--- src/rtl/sccs_pkg.sv ---
package sccs_pkg;

   // Bus clock period
   localparam int CLK_PERIOD_NS = 100;

   // Register indices; byte address is four times the index
   localparam logic [7:0] EXT_CTRL_IDX   = 8'hB1;
   localparam logic [7:0] INT_CTRL_IDX   = 8'hB2;
   localparam logic [7:0] IRQ_STATUS_IDX = 8'hB4;
   localparam logic [7:0] IRQ_CLEAR_IDX  = 8'hB5;
   localparam logic [7:0] IRQ_ENABLE_IDX = 8'hB6;
   localparam int         ADDR_W         = 12;

   // Internal oscillator control fields
   localparam int INT_DIV_LSB = 0;
   localparam int INT_EN_BIT  = 2;
   localparam int CLK_SEL_BIT = 3;
   localparam int INT_RDY_BIT = 4;

   // External oscillator control fields
   localparam int EXT_FREQ_LSB = 0;
   localparam int EXT_MODE_LSB = 4;

   // Values after reset
   localparam logic [1:0] INT_DIV_RST  = 2'h0;
   localparam logic       INT_EN_RST   = 1'b1;
   localparam logic       CLK_SEL_RST  = 1'b0;
   localparam logic       INT_RDY_RST  = 1'b1;
   localparam logic [2:0] EXT_MODE_RST = 3'h0;
   localparam logic [2:0] EXT_FREQ_RST = 3'h0;

   // Half-period reload per divide code (count minus one)
   localparam logic [2:0] RLD_DIV8 = 3'h7;
   localparam logic [2:0] RLD_DIV4 = 3'h3;
   localparam logic [2:0] RLD_DIV2 = 3'h1;
   localparam logic [2:0] RLD_DIV1 = 3'h0;

   // Oscillator start-up (least time, rounded up)
   localparam int INT_STARTUP_NS  = 1000;
   localparam int INT_STARTUP_CYC = (INT_STARTUP_NS + CLK_PERIOD_NS - 1) / CLK_PERIOD_NS;
   localparam int RDY_CNT_W       = 4;
   // Silence on the external pin before it counts as stopped (longest, rounded down)
   localparam int EXT_LOST_NS     = 12000;
   localparam int EXT_LOST_CYC    = EXT_LOST_NS / CLK_PERIOD_NS;
   localparam int EXT_CNT_W       = 7;

   // Interrupt status bits
   localparam int IRQ_INT_RDY  = 0;
   localparam int IRQ_SWITCH   = 1;
   localparam int IRQ_EXT_LOST = 2;
   localparam int IRQ_W        = 3;

   typedef enum logic [2:0] {
      SCCS_XM_OFF0      = 3'h0,
      SCCS_XM_OFF1      = 3'h1,
      SCCS_XM_CMOS      = 3'h2,
      SCCS_XM_CMOS_DIV2 = 3'h3,
      SCCS_XM_RC_DIV2   = 3'h4,
      SCCS_XM_CAP_DIV2  = 3'h5,
      SCCS_XM_RSV6      = 3'h6,
      SCCS_XM_RSV7      = 3'h7
   } sccs_xmode_t;

   typedef enum logic [2:0] {
      SCCS_SW_INT  = 3'b001,
      SCCS_SW_XFER = 3'b010,
      SCCS_SW_EXT  = 3'b100
   } sccs_sw_t;

   typedef struct packed {
      logic              psel;
      logic              penable;
      logic              pwrite;
      logic [ADDR_W-1:0] paddr;
      logic [31:0]       pwdata;
   } sccs_apb_req_t;

   typedef struct packed {
      logic        pready;
      logic        pslverr;
      logic [31:0] prdata;
   } sccs_apb_rsp_t;

   typedef struct packed {
      logic [2:0] cnt;
      logic       level;
   } sccs_div_state_t;

   typedef struct packed {
      sccs_apb_rsp_t        rsp;
      logic [1:0]           int_div;
      logic                 int_en;
      logic                 clk_sel;
      logic                 int_rdy;
      logic [RDY_CNT_W-1:0] rdy_cnt;
      logic [2:0]           ext_mode;
      logic [2:0]           ext_freq;
      logic                 pin_q;
      logic                 ext_div;
      logic                 ext_level;
      logic [EXT_CNT_W-1:0] ext_cnt;
      logic                 ext_run;
      logic                 ext_drive_on;
      sccs_sw_t             sw;
      logic                 sys_clk;
      logic [IRQ_W-1:0]     irq_stat;
      logic [IRQ_W-1:0]     irq_en;
      logic                 irq;
   } sccs_state_t;

   localparam sccs_div_state_t DIV_STATE_RST = '{cnt: 3'h0, level: 1'b0};

   localparam sccs_state_t STATE_RST = '{
      int_div: INT_DIV_RST, int_en: INT_EN_RST, clk_sel: CLK_SEL_RST,
      int_rdy: INT_RDY_RST, ext_mode: EXT_MODE_RST, ext_freq: EXT_FREQ_RST,
      sw: SCCS_SW_INT, default: '0};

endpackage

--- src/rtl/sccs_clock_select.sv ---
`timescale 1ns/1ps

module sccs_clock_select (
   input  wire logic                    pclk,          // Bus clock
   input  wire logic                    presetn,       // Async reset, active low
   input  wire sccs_pkg::sccs_apb_req_t apb_req,       // APB request
   output sccs_pkg::sccs_apb_rsp_t      apb_rsp,       // APB answer
   input  wire logic                    ext_clock_pin, // Shared external clock pin
   output logic                         system_clock,  // Selected system clock
   output logic                         ext_drive_on,  // External drive on, pin taken
   output logic                         irq            // Level interrupt
);
   import sccs_pkg::*;

   sccs_state_t            st;
   sccs_state_t            next_st;
   logic                   int_level;
   logic                   int_run;
   logic                   access;
   logic                   done;
   logic                   aligned;
   logic                   hit;
   logic [7:0]             idx;
   logic [31:0]            rd_val;
   logic                   pin_rise;
   logic [IRQ_W-1:0]       irq_clr;
   logic [IRQ_W-1:0]       irq_ev;

   // Mode decode: only 010..101 drive the pin
   function automatic logic mode_on(input logic [2:0] m);
      return (m == SCCS_XM_CMOS) || (m == SCCS_XM_CMOS_DIV2) ||
             (m == SCCS_XM_RC_DIV2) || (m == SCCS_XM_CAP_DIV2);
   endfunction

   // Internal oscillator scaler
   sccs_int_divider u_div (
      .pclk     (pclk),
      .presetn  (presetn),
      .run      (int_run),
      .div_code (st.int_div),
      .level    (int_level)
   );

   // Bus decode
   assign int_run  = st.int_en && st.int_rdy;
   assign access   = apb_req.psel && apb_req.penable;
   assign done     = access && st.rsp.pready;
   assign idx      = apb_req.paddr[9:2];
   assign aligned  = (apb_req.paddr[11:10] == 2'b00) && (apb_req.paddr[1:0] == 2'b00);
   assign hit      = aligned && (idx == EXT_CTRL_IDX || idx == INT_CTRL_IDX ||
                     idx == IRQ_STATUS_IDX || idx == IRQ_CLEAR_IDX ||
                     idx == IRQ_ENABLE_IDX);
   assign pin_rise = ext_clock_pin && !st.pin_q;

   // Read mux; unused bits stay zero
   always_comb begin
      rd_val = 32'h0;
      case (idx)
         INT_CTRL_IDX: begin
            rd_val[INT_DIV_LSB +: 2] = st.int_div;
            rd_val[INT_EN_BIT]       = st.int_en;
            rd_val[CLK_SEL_BIT]      = st.clk_sel;
            rd_val[INT_RDY_BIT]      = st.int_rdy;
         end
         EXT_CTRL_IDX: begin
            // bits 7 and 3 left zero
            rd_val[EXT_FREQ_LSB +: 3] = st.ext_freq;
            rd_val[EXT_MODE_LSB +: 3] = st.ext_mode;
         end
         IRQ_STATUS_IDX: rd_val[IRQ_W-1:0] = st.irq_stat;
         IRQ_ENABLE_IDX: rd_val[IRQ_W-1:0] = st.irq_en;
         default:        rd_val = 32'h0;
      endcase
   end

   // Next state of the whole block
   always_comb begin
      next_st = st;
      irq_clr = '0;
      irq_ev  = '0;

      // Answer one cycle into the access phase; bad address errors
      next_st.rsp.pready  = access && !st.rsp.pready;
      next_st.rsp.pslverr = access && !st.rsp.pready && !hit;
      next_st.rsp.prdata  = (access && !st.rsp.pready && !apb_req.pwrite && hit) ?
                            rd_val : 32'h0;

      // Writes land on the completing edge only
      if (done && apb_req.pwrite && hit) begin
         case (idx)
            INT_CTRL_IDX: begin
               next_st.int_div = apb_req.pwdata[INT_DIV_LSB +: 2];
               next_st.int_en  = apb_req.pwdata[INT_EN_BIT];
               next_st.clk_sel = apb_req.pwdata[CLK_SEL_BIT];
            end
            EXT_CTRL_IDX: begin
               next_st.ext_mode = apb_req.pwdata[EXT_MODE_LSB +: 3];
               next_st.ext_freq = apb_req.pwdata[EXT_FREQ_LSB +: 3];
            end
            IRQ_CLEAR_IDX:  irq_clr = apb_req.pwdata[IRQ_W-1:0];
            IRQ_ENABLE_IDX: next_st.irq_en = apb_req.pwdata[IRQ_W-1:0];
            default: ;
         endcase
      end

      if (!st.int_en) begin
         next_st.int_rdy = 1'b0;
         next_st.rdy_cnt = '0;
      end else if (!st.int_rdy) begin
         if (st.rdy_cnt == RDY_CNT_W'(INT_STARTUP_CYC - 1)) begin
            next_st.int_rdy = 1'b1;
            irq_ev[IRQ_INT_RDY] = 1'b1;
         end else begin
            next_st.rdy_cnt = st.rdy_cnt + RDY_CNT_W'(1);
         end
      end

      // drive on only for valid modes
      next_st.ext_drive_on = mode_on(next_st.ext_mode);
      next_st.pin_q        = ext_clock_pin;
      if (!st.ext_drive_on) begin
         next_st.ext_div   = 1'b0;
         next_st.ext_level = 1'b0;
         next_st.ext_cnt   = '0;
         next_st.ext_run   = 1'b0;
      end else begin
         // pin edges clock the external path
         if (pin_rise) begin
            next_st.ext_div = ~st.ext_div;
            next_st.ext_cnt = '0;
            next_st.ext_run = 1'b1;
         end else if (st.ext_cnt == EXT_CNT_W'(EXT_LOST_CYC - 1)) begin
            // Pin silent too long: source no longer counts as running
            next_st.ext_run = 1'b0;
            irq_ev[IRQ_EXT_LOST] = st.ext_run;
         end else begin
            next_st.ext_cnt = st.ext_cnt + EXT_CNT_W'(1);
         end
         next_st.ext_level = (st.ext_mode == SCCS_XM_CMOS) ? ext_clock_pin :
                             next_st.ext_div;
      end

      // switch waits for new source to run
      // hand over only while both are low
      case (st.sw)
         SCCS_SW_INT: begin
            next_st.sys_clk = int_level;
            if (st.clk_sel && st.ext_run && !int_level) begin
               next_st.sw = SCCS_SW_XFER;
            end
         end
         SCCS_SW_XFER: begin
            // Low phase stretched until the new source is low too
            next_st.sys_clk = 1'b0;
            if (st.clk_sel) begin
               if (st.ext_run && !st.ext_level) begin
                  next_st.sw = SCCS_SW_EXT;
                  irq_ev[IRQ_SWITCH] = 1'b1;
               end
            end else if (int_run && !int_level) begin
               next_st.sw = SCCS_SW_INT;
               irq_ev[IRQ_SWITCH] = 1'b1;
            end
         end
         SCCS_SW_EXT: begin
            next_st.sys_clk = st.ext_level;
            if (!st.clk_sel && int_run && !st.ext_level) begin
               next_st.sw = SCCS_SW_XFER;
            end
         end
         default: begin
            next_st.sw      = SCCS_SW_INT;
            next_st.sys_clk = 1'b0;
         end
      endcase

      // Sticky status; a new event beats a clear in the same cycle
      next_st.irq_stat = (st.irq_stat & ~irq_clr) | irq_ev;
      next_st.irq      = |(next_st.irq_stat & next_st.irq_en);
   end

   // State register
   always_ff @(posedge pclk or negedge presetn) begin
      if (!presetn) begin
         st <= STATE_RST;
      end else begin
         st <= next_st;
      end
   end

   // Outputs straight from the state register
   assign apb_rsp      = st.rsp;
   assign system_clock = st.sys_clk;
   assign ext_drive_on = st.ext_drive_on;
   assign irq          = st.irq;
endmodule

--- src/rtl/sccs_int_divider.sv ---
`timescale 1ns/1ps

module sccs_int_divider (
   input  wire logic       pclk,     // Bus clock, stands in for the oscillator
   input  wire logic       presetn,  // Async reset, active low
   input  wire logic       run,      // Oscillator enabled and ready
   input  wire logic [1:0] div_code, // Divide select
   output logic            level     // Scaled internal clock
);
   import sccs_pkg::*;

   sccs_div_state_t st;
   sccs_div_state_t next_st;

   // Half-period counter; new code loads only at a toggle
   always_comb begin
      next_st = st;
      if (st.cnt != 3'h0) begin
         next_st.cnt = st.cnt - 3'h1;
      end else if (run || st.level) begin
         next_st.level = ~st.level;
         case (div_code)
            2'b00:   next_st.cnt = RLD_DIV8;
            2'b01:   next_st.cnt = RLD_DIV4;
            2'b10:   next_st.cnt = RLD_DIV2;
            default: next_st.cnt = RLD_DIV1;
         endcase
      end
   end

   // State register
   always_ff @(posedge pclk or negedge presetn) begin
      if (!presetn) begin
         st <= DIV_STATE_RST;
      end else begin
         st <= next_st;
      end
   end

   assign level = st.level;
endmodule

--- config.mk ---
export PLATFORM = sky130hd
export DESIGN_NAME = sccs_clock_select
export DESIGN_NICKNAME = d
export VERILOG_FILES = /design/src/rtl/sccs_pkg.sv /design/src/rtl/sccs_clock_select.sv /design/src/rtl/sccs_int_divider.sv
export SDC_FILE = /design/constraint.sdc
export NUM_CORES = 1
export LEC_CHECK = 0
export ABC_CLOCK_PERIOD_IN_PS = 4300
export BUFFER_PORTS_ARGS = -buffer_cell sky130_fd_sc_hd__buf_2
export CORE_UTILIZATION = 25
export CTS_CLUSTER_DIAMETER = 150
export DETAILED_ROUTE_END_ITERATION = 7
export PLACE_DENSITY_LB_ADDON = 0.05
export SETUP_SLACK_MARGIN = 0.4
export SYNTH_ARGS = -nofsm -noshare
export SYNTH_HDL_FRONTEND = slang
export SYNTH_SLANG_ARGS = --single-unit
--- constraint.sdc ---
create_clock -name pclk -period 4.3 [get_ports pclk]
set_clock_uncertainty 0.1 [all_clocks]
set_input_delay 1.29 -clock pclk [delete_from_list [all_inputs] [get_ports pclk]]
set_output_delay 1.29 -clock pclk [all_outputs]
set_load 0.005 [all_outputs]
==> results of run 1 <==
## worst register-to-register path, cell delays in order (launching register included)
cell and delay (ps):
dfrtp_1 400, ha_1 220, nand3_1 140, nor3_2 400
and4_1 300, a21oi_1 80, o221ai_2 170
## layout make-up
class / instances / area [µm²] / share of cell area
Tap cell: 136 / 170 / 0.0568
Clock inverter: 2 / 12.5 / 0.00418
Clock buffer: 6 / 72.6 / 0.0242
Multi-Input combinational cell: 189 / 1220 / 0.409
Sequential cell: 51 / 1280 / 0.427
Timing Repair Buffer: 37 / 188 / 0.0626
Inverter: 13 / 48.8 / 0.0163
## routing by layer
layer | vias to the layer above | wire (µm) | track usage
met4 | 0 | 34 | 0.0284
met3 | 2 | 182 | 0.0231
met2 | 31 | 2730 | 0.168
met5 | - | 0 | 0
met1 | 910 | 2760 | 0.140
li1 | 935 | - | -
## power breakdown
group / switching, mW / internal, mW / total (mW)
Combinational: 0.0304 / 0.0147 / 0.0451
Sequential: 0.000772 / 0.481 / 0.482
Clock: 0.164 / 0.114 / 0.278
## placed cells by master, fill, tap and decap left out, types with 2 or more instances in the layout
cell type  netlist  layout
a21boi_0         3       3
a21oi_1         13      13
a22oi_1          4       4
a31oi_1          3       3
and2_1           3       3
and3_1           3       3
and4_1           3       3
buf_2            2      36
clkbuf_8         0       5
conb_1           1      25
dfrtp_1         48      48
dfstp_2          3       3
ha_1             5       5
inv_1           12      12
mux2_1          10      10
mux2_2           3       3
mux2i_1          6       6
nand2_1         17      17
nand2b_1         3       3
nand3_1          6       6
nand3b_1         2       2
nand4_1          3       3
nand4b_1         2       2
nor2_1          22      22
nor2b_1          3       3
nor3_1           6       6
nor3_2           3       3
nor4_1           2       2
o21ai_0          4       4
o22ai_1          2       2
or2_1            2       2
or3_1            4       4
xnor2_1          3       3
xor2_1           5       5
## final timing paths
path / from / end / cells past startpoint
max in group asynchronous: presetn / st[33] / 2
hold / removal: st[23] / st[23] / 1
setup / recovery: apb_req[40] / st[36] / 6
hold reg to reg: st[23] / st[23] / 1
setup reg to reg: st[13] / irq / 6
min in group asynchronous: presetn / st[19] / 1
## state kept, by name, summed over array words and instances (netlist names)
register      cells
apb_rsp           9
irq               1
u_div.level       1
system_clock      1
ext_drive_on      1
st               35
u_div.st          3
## logic make-up after synthesis
group,synth area share
and+or+nand+nor,0.192
DFF,0.468
buffers and inverters,0.118
AOI/OAI and AO/OA,0.0979
muxes,0.0754
xor gates and xnor gates,0.0256
adders and majority gates,0.0229
other,0.00137
## stage by stage
| stage | setup slack, ps | instances | cell area [µm²] | utilization |
|---|---|---|---|---|
| 2_1_floorplan | 1470 | 291 | 2830 | - |
| 3_3_place_gp | 1140 | 426 | 2910 | 0.278 |
| 3_5_place_dp | 1140 | 426 | 2910 | 0.278 |
| 4_1_cts | 1490 | 434 | 3000 | 0.286 |
| 5_1_grt | 1380 | 434 | 3000 | 0.286 |
| 6_report | 1490 | 434 | 3000 | 0.286 |
==> impl_metrics.ini, run 1 <==
[run_status]
status = complete, no violations

[finish]
finalNetCount = 352
antenna_cells = 0
drive_gt1_frac = 0.205
num-fill-cells = 1123
area_growth_syn_to_layout_pct = 9.51

[timing]
maxSlewHeadroom = 0.551
rsz0062_at_grt = no
fin_hold_ws_ps = 417
slew_violations = 0
min_period_ps = 2810
finalCritPeriodShare = 0.654
tns_ps = 0
setup_viol = 0
worst_slew_pin_slew_ps = 668
fmax_ghz = 0.356
hold_viol_final = 0

[hold_path]
hold_path_class = reg -> reg

[yosys]
synth_cell_types = 55
ys.flop_type = dfrtp_1
yosys_warnings = 0
synth.area.top_cells = dfrtp_1, buf_4, mux2_1, nor2_1, dfstp_2
yosysMostFrequentCell = dfrtp_1
yosysSeqAreaShare = 0.468
synthCells = 267
syn_area_um2 = 2740
synthTopCellsByCount = dfrtp_1, buf_4, nor2_1
synth_top_area_frac = 0.439
synth-edff-count = 0
syn_area_per_cell_um2 = 10.2
netlist.top_cell.by_area = dfrtp_1
async_reset_ff_frac = 1.00
ys_ff_latch = 51

[global_route]
grt_max_degree = 30
grt_pass1_wl_um = 9200
overflow = 0
grt_pass1_vias = 1834
antenna_found_initial = 0
grt_use_total = 0.104

[critical_path]
cp.required_ps = 4380
crit_arrival_ps = 2900
worstSetupEndpointType = flip-flop
start_kind = input pin
crit_path_max_fanout = 5
crit_chain = buf_2, nand4b_1, or3_1, nor3_2, nand2_1, mux2_1
cp_slowest_stage_delay_ps = 430
critPathBufInv = 1
slowest_stage = or3_1
cp_top_family = simple AND/OR/NAND/NOR gates
rrSetupSlack_ps = 2410
crit_type = in -> reg

[routing]
firstDrtPassIters = 4
drc = 0
routedWlPerCell_um = 13.2
antenna_left = 0
wl_um = 5710
num_vias = 1878
drt-initial-drc-count = 78
viasPerCell = 4.33

[clock_network]
cts_resized = 0
cts_tree = yes
cts_hold_buf = 0
post-cts-setup-buffers = 0
htreeDepth = 2
max-clock-path-buffers = 2
cts_buffers = 5
cts.clk_slew.worst_paths_ps = 100
cts_root_buf = clkbuf_8
clock_latency_ps = 300
clock-sinks = 51

[power]
p_per_area_nw_per_um2 = 269
power_mw = 0.805
p_leak_nw = 1.47
peakVddDrop_uv = 106

[floorplanning]
start_util = 0.262
ios = 87
die_w_um = 107
core_um2 = 10500
dieArea_um2 = 11400
rows = 37
die_y_um = 107

[flow_run]
maxCapViolations = 0

[placement]
gp_congestion = 0.726
numPortBuffers = 36
place_hpwl_um = 4320
Note: power is estimated with default switching activity, not from simulation.
==> inputs of run 2 (changes only) <==
ABC_CLOCK_PERIOD_IN_PS = 2300   (was 4300)
clock period = 2.3 ns   (was 4.3 ns; I/O delays follow)
==> impl_metrics.ini, run 2 (synthesis gave the netlist of run 1 again) <==
[run_status]
status = complete, no violations

[critical_path]
start_kind = input pin
crit_type = in -> reg
crit_chain = buf_6, or4_4, nor3_4, and3_4, mux2i_4, o221ai_2
crit_arrival_ps = 2150
slowest_stage = or4_4
cp.required_ps = 2380
worstSetupEndpointType = flip-flop
cp_slowest_stage_delay_ps = 550
crit_path_max_fanout = 2

[timing]
fmax_ghz = 0.483
min_period_ps = 2070
setup_ws_ps = 228
rsz0062_at_grt = yes
hold_viol_final = 0
tns_ps = 0
setup_viol = 0
finalCritPeriodShare = 0.901
slew_violations = 0

[power]
intPower_mw = 1.15
peakVddDrop_uv = 257
switching_share = 0.247
clockPowerShare = 0.342
p_per_area_nw_per_um2 = 473
power_mw = 1.52
p_comb_frac = 0.065
seq_power_share = 0.592
power_switching_mw = 0.376
p_leak_nw = 1.60

[floorplanning]
core_um2 = 10500
ios = 87
die_w_um = 107
rows = 37
die_y_um = 107
dieArea_um2 = 11400
start_util = 0.262

[placement]
dp.cells = 439
gp_congestion = 0.732
place_hpwl_um = 4410
dp_slack_ps = -131
post_dp_cell_area_um2 = 3090
numPortBuffers = 36

[clock_network]
cts.clk_slew.worst_paths_ps = 100
cts_buffers = 5
cts_hold_buf = 0
clock_latency_ps = 320
max-clock-path-buffers = 2
clock-sinks = 51
htreeDepth = 2
cts_tree = yes
cts_root_buf = clkbuf_8

[routing]
antenna_left = 0
drc = 0
viasPerCell = 4.29
drt-initial-drc-count = 86
routedWlPerCell_um = 13.2
num_vias = 1922
wl_um = 5930
firstDrtPassIters = 4

[global_route]
grt_max_degree = 52
overflow = 0
grt_use_total = 0.114
grt_pass1_wl_um = 10100
antenna_found_initial = 0
grt_pass1_vias = 1932

[finish]
drive_gt1_frac = 0.298
fin_cells = 448
num-fill-cells = 1127
area_growth_syn_to_layout_pct = 17.4
final_cell_mix = dfrtp_1, buf_2, conb_1
largest-register = st
finalNetCount = 366
mostFrequentLayoutCell = dfrtp_1
antenna_cells = 0
largest_reg_flops = 35
finalInstanceArea_um2 = 3210

[flow_run]
maxCapViolations = 0

[hold_path]
hold_path_class = in -> async
==> run 2: area by class of cell <==
type	instances	area, µm²	share of cell area
sequential	51	1280	0.398
inverter	13	48.8	0.0152
multi-input combinational	189	1320	0.410
clock inverter	3	15.0	0.00467
timing repair buffer	51	312	0.0970
tap	136	170	0.0530
clock buffer	5	68.8	0.0214
==> run 2: per-layer routing <==
metal  wire length (µm)  track usage  up-vias
met5                  0            0        -
met4                 85       0.0382        0
met3                221       0.0213        5
met2               2600        0.167       44
met1               3020        0.167      913
li1                   -            -      960
==> run 2: timing repair <==
action                     in CTS  in global routing
gates resized for setup         2                  2
buffers inserted                1                  0
setup endpoints to repair      21                 25
pin swaps                       4                  2
==> run 2: through the flow <==
step                       util  hold WS [ps]
after global placement    0.296           392
after detailed placement  0.296           399
after CTS                 0.305           267
final                     0.307           261
after floorplan               -           294
after global routing      0.307           265
==> run 2: worst paths after layout <==
kind,startpoint,end,slack (ps),cells past startpoint
max,apb_req[32],irq,230,6
min,presetn,st[17],260,2
max reg2reg,st[35],irq,420,5
min reg2reg,apb_rsp[33],apb_rsp[33],410,1
max in group asynchronous,presetn,st[33],1550,2
min in group pclk,apb_rsp[33],apb_rsp[33],410,1
==> run 2: worst max-delay path: cells and delay by family <==
| family | cells | cell delay (ps) |
|---|---|---|
| buffers and inverters | 1 | 90 |
| multiplexers | 1 | 240 |
| AO/OA/AOI/OAI | 1 | 120 |
| AND/OR/NAND/NOR | 3 | 1010 |
==> run 2: power by group through the flow <==
stage | registers [mW] | clock network (mW) | logic (mW)
2_1_floorplan | 0.918 | 0 | 0.0696
6_report | 0.900 | 0.521 | 0.0994
4_1_cts | 0.901 | 0.558 | 0.102
5_1_grt | 0.901 | 0.594 | 0.113
3_5_place_dp | 0.918 | 0 | 0.100
3_3_place_gp | 0.918 | 0 | 0.101
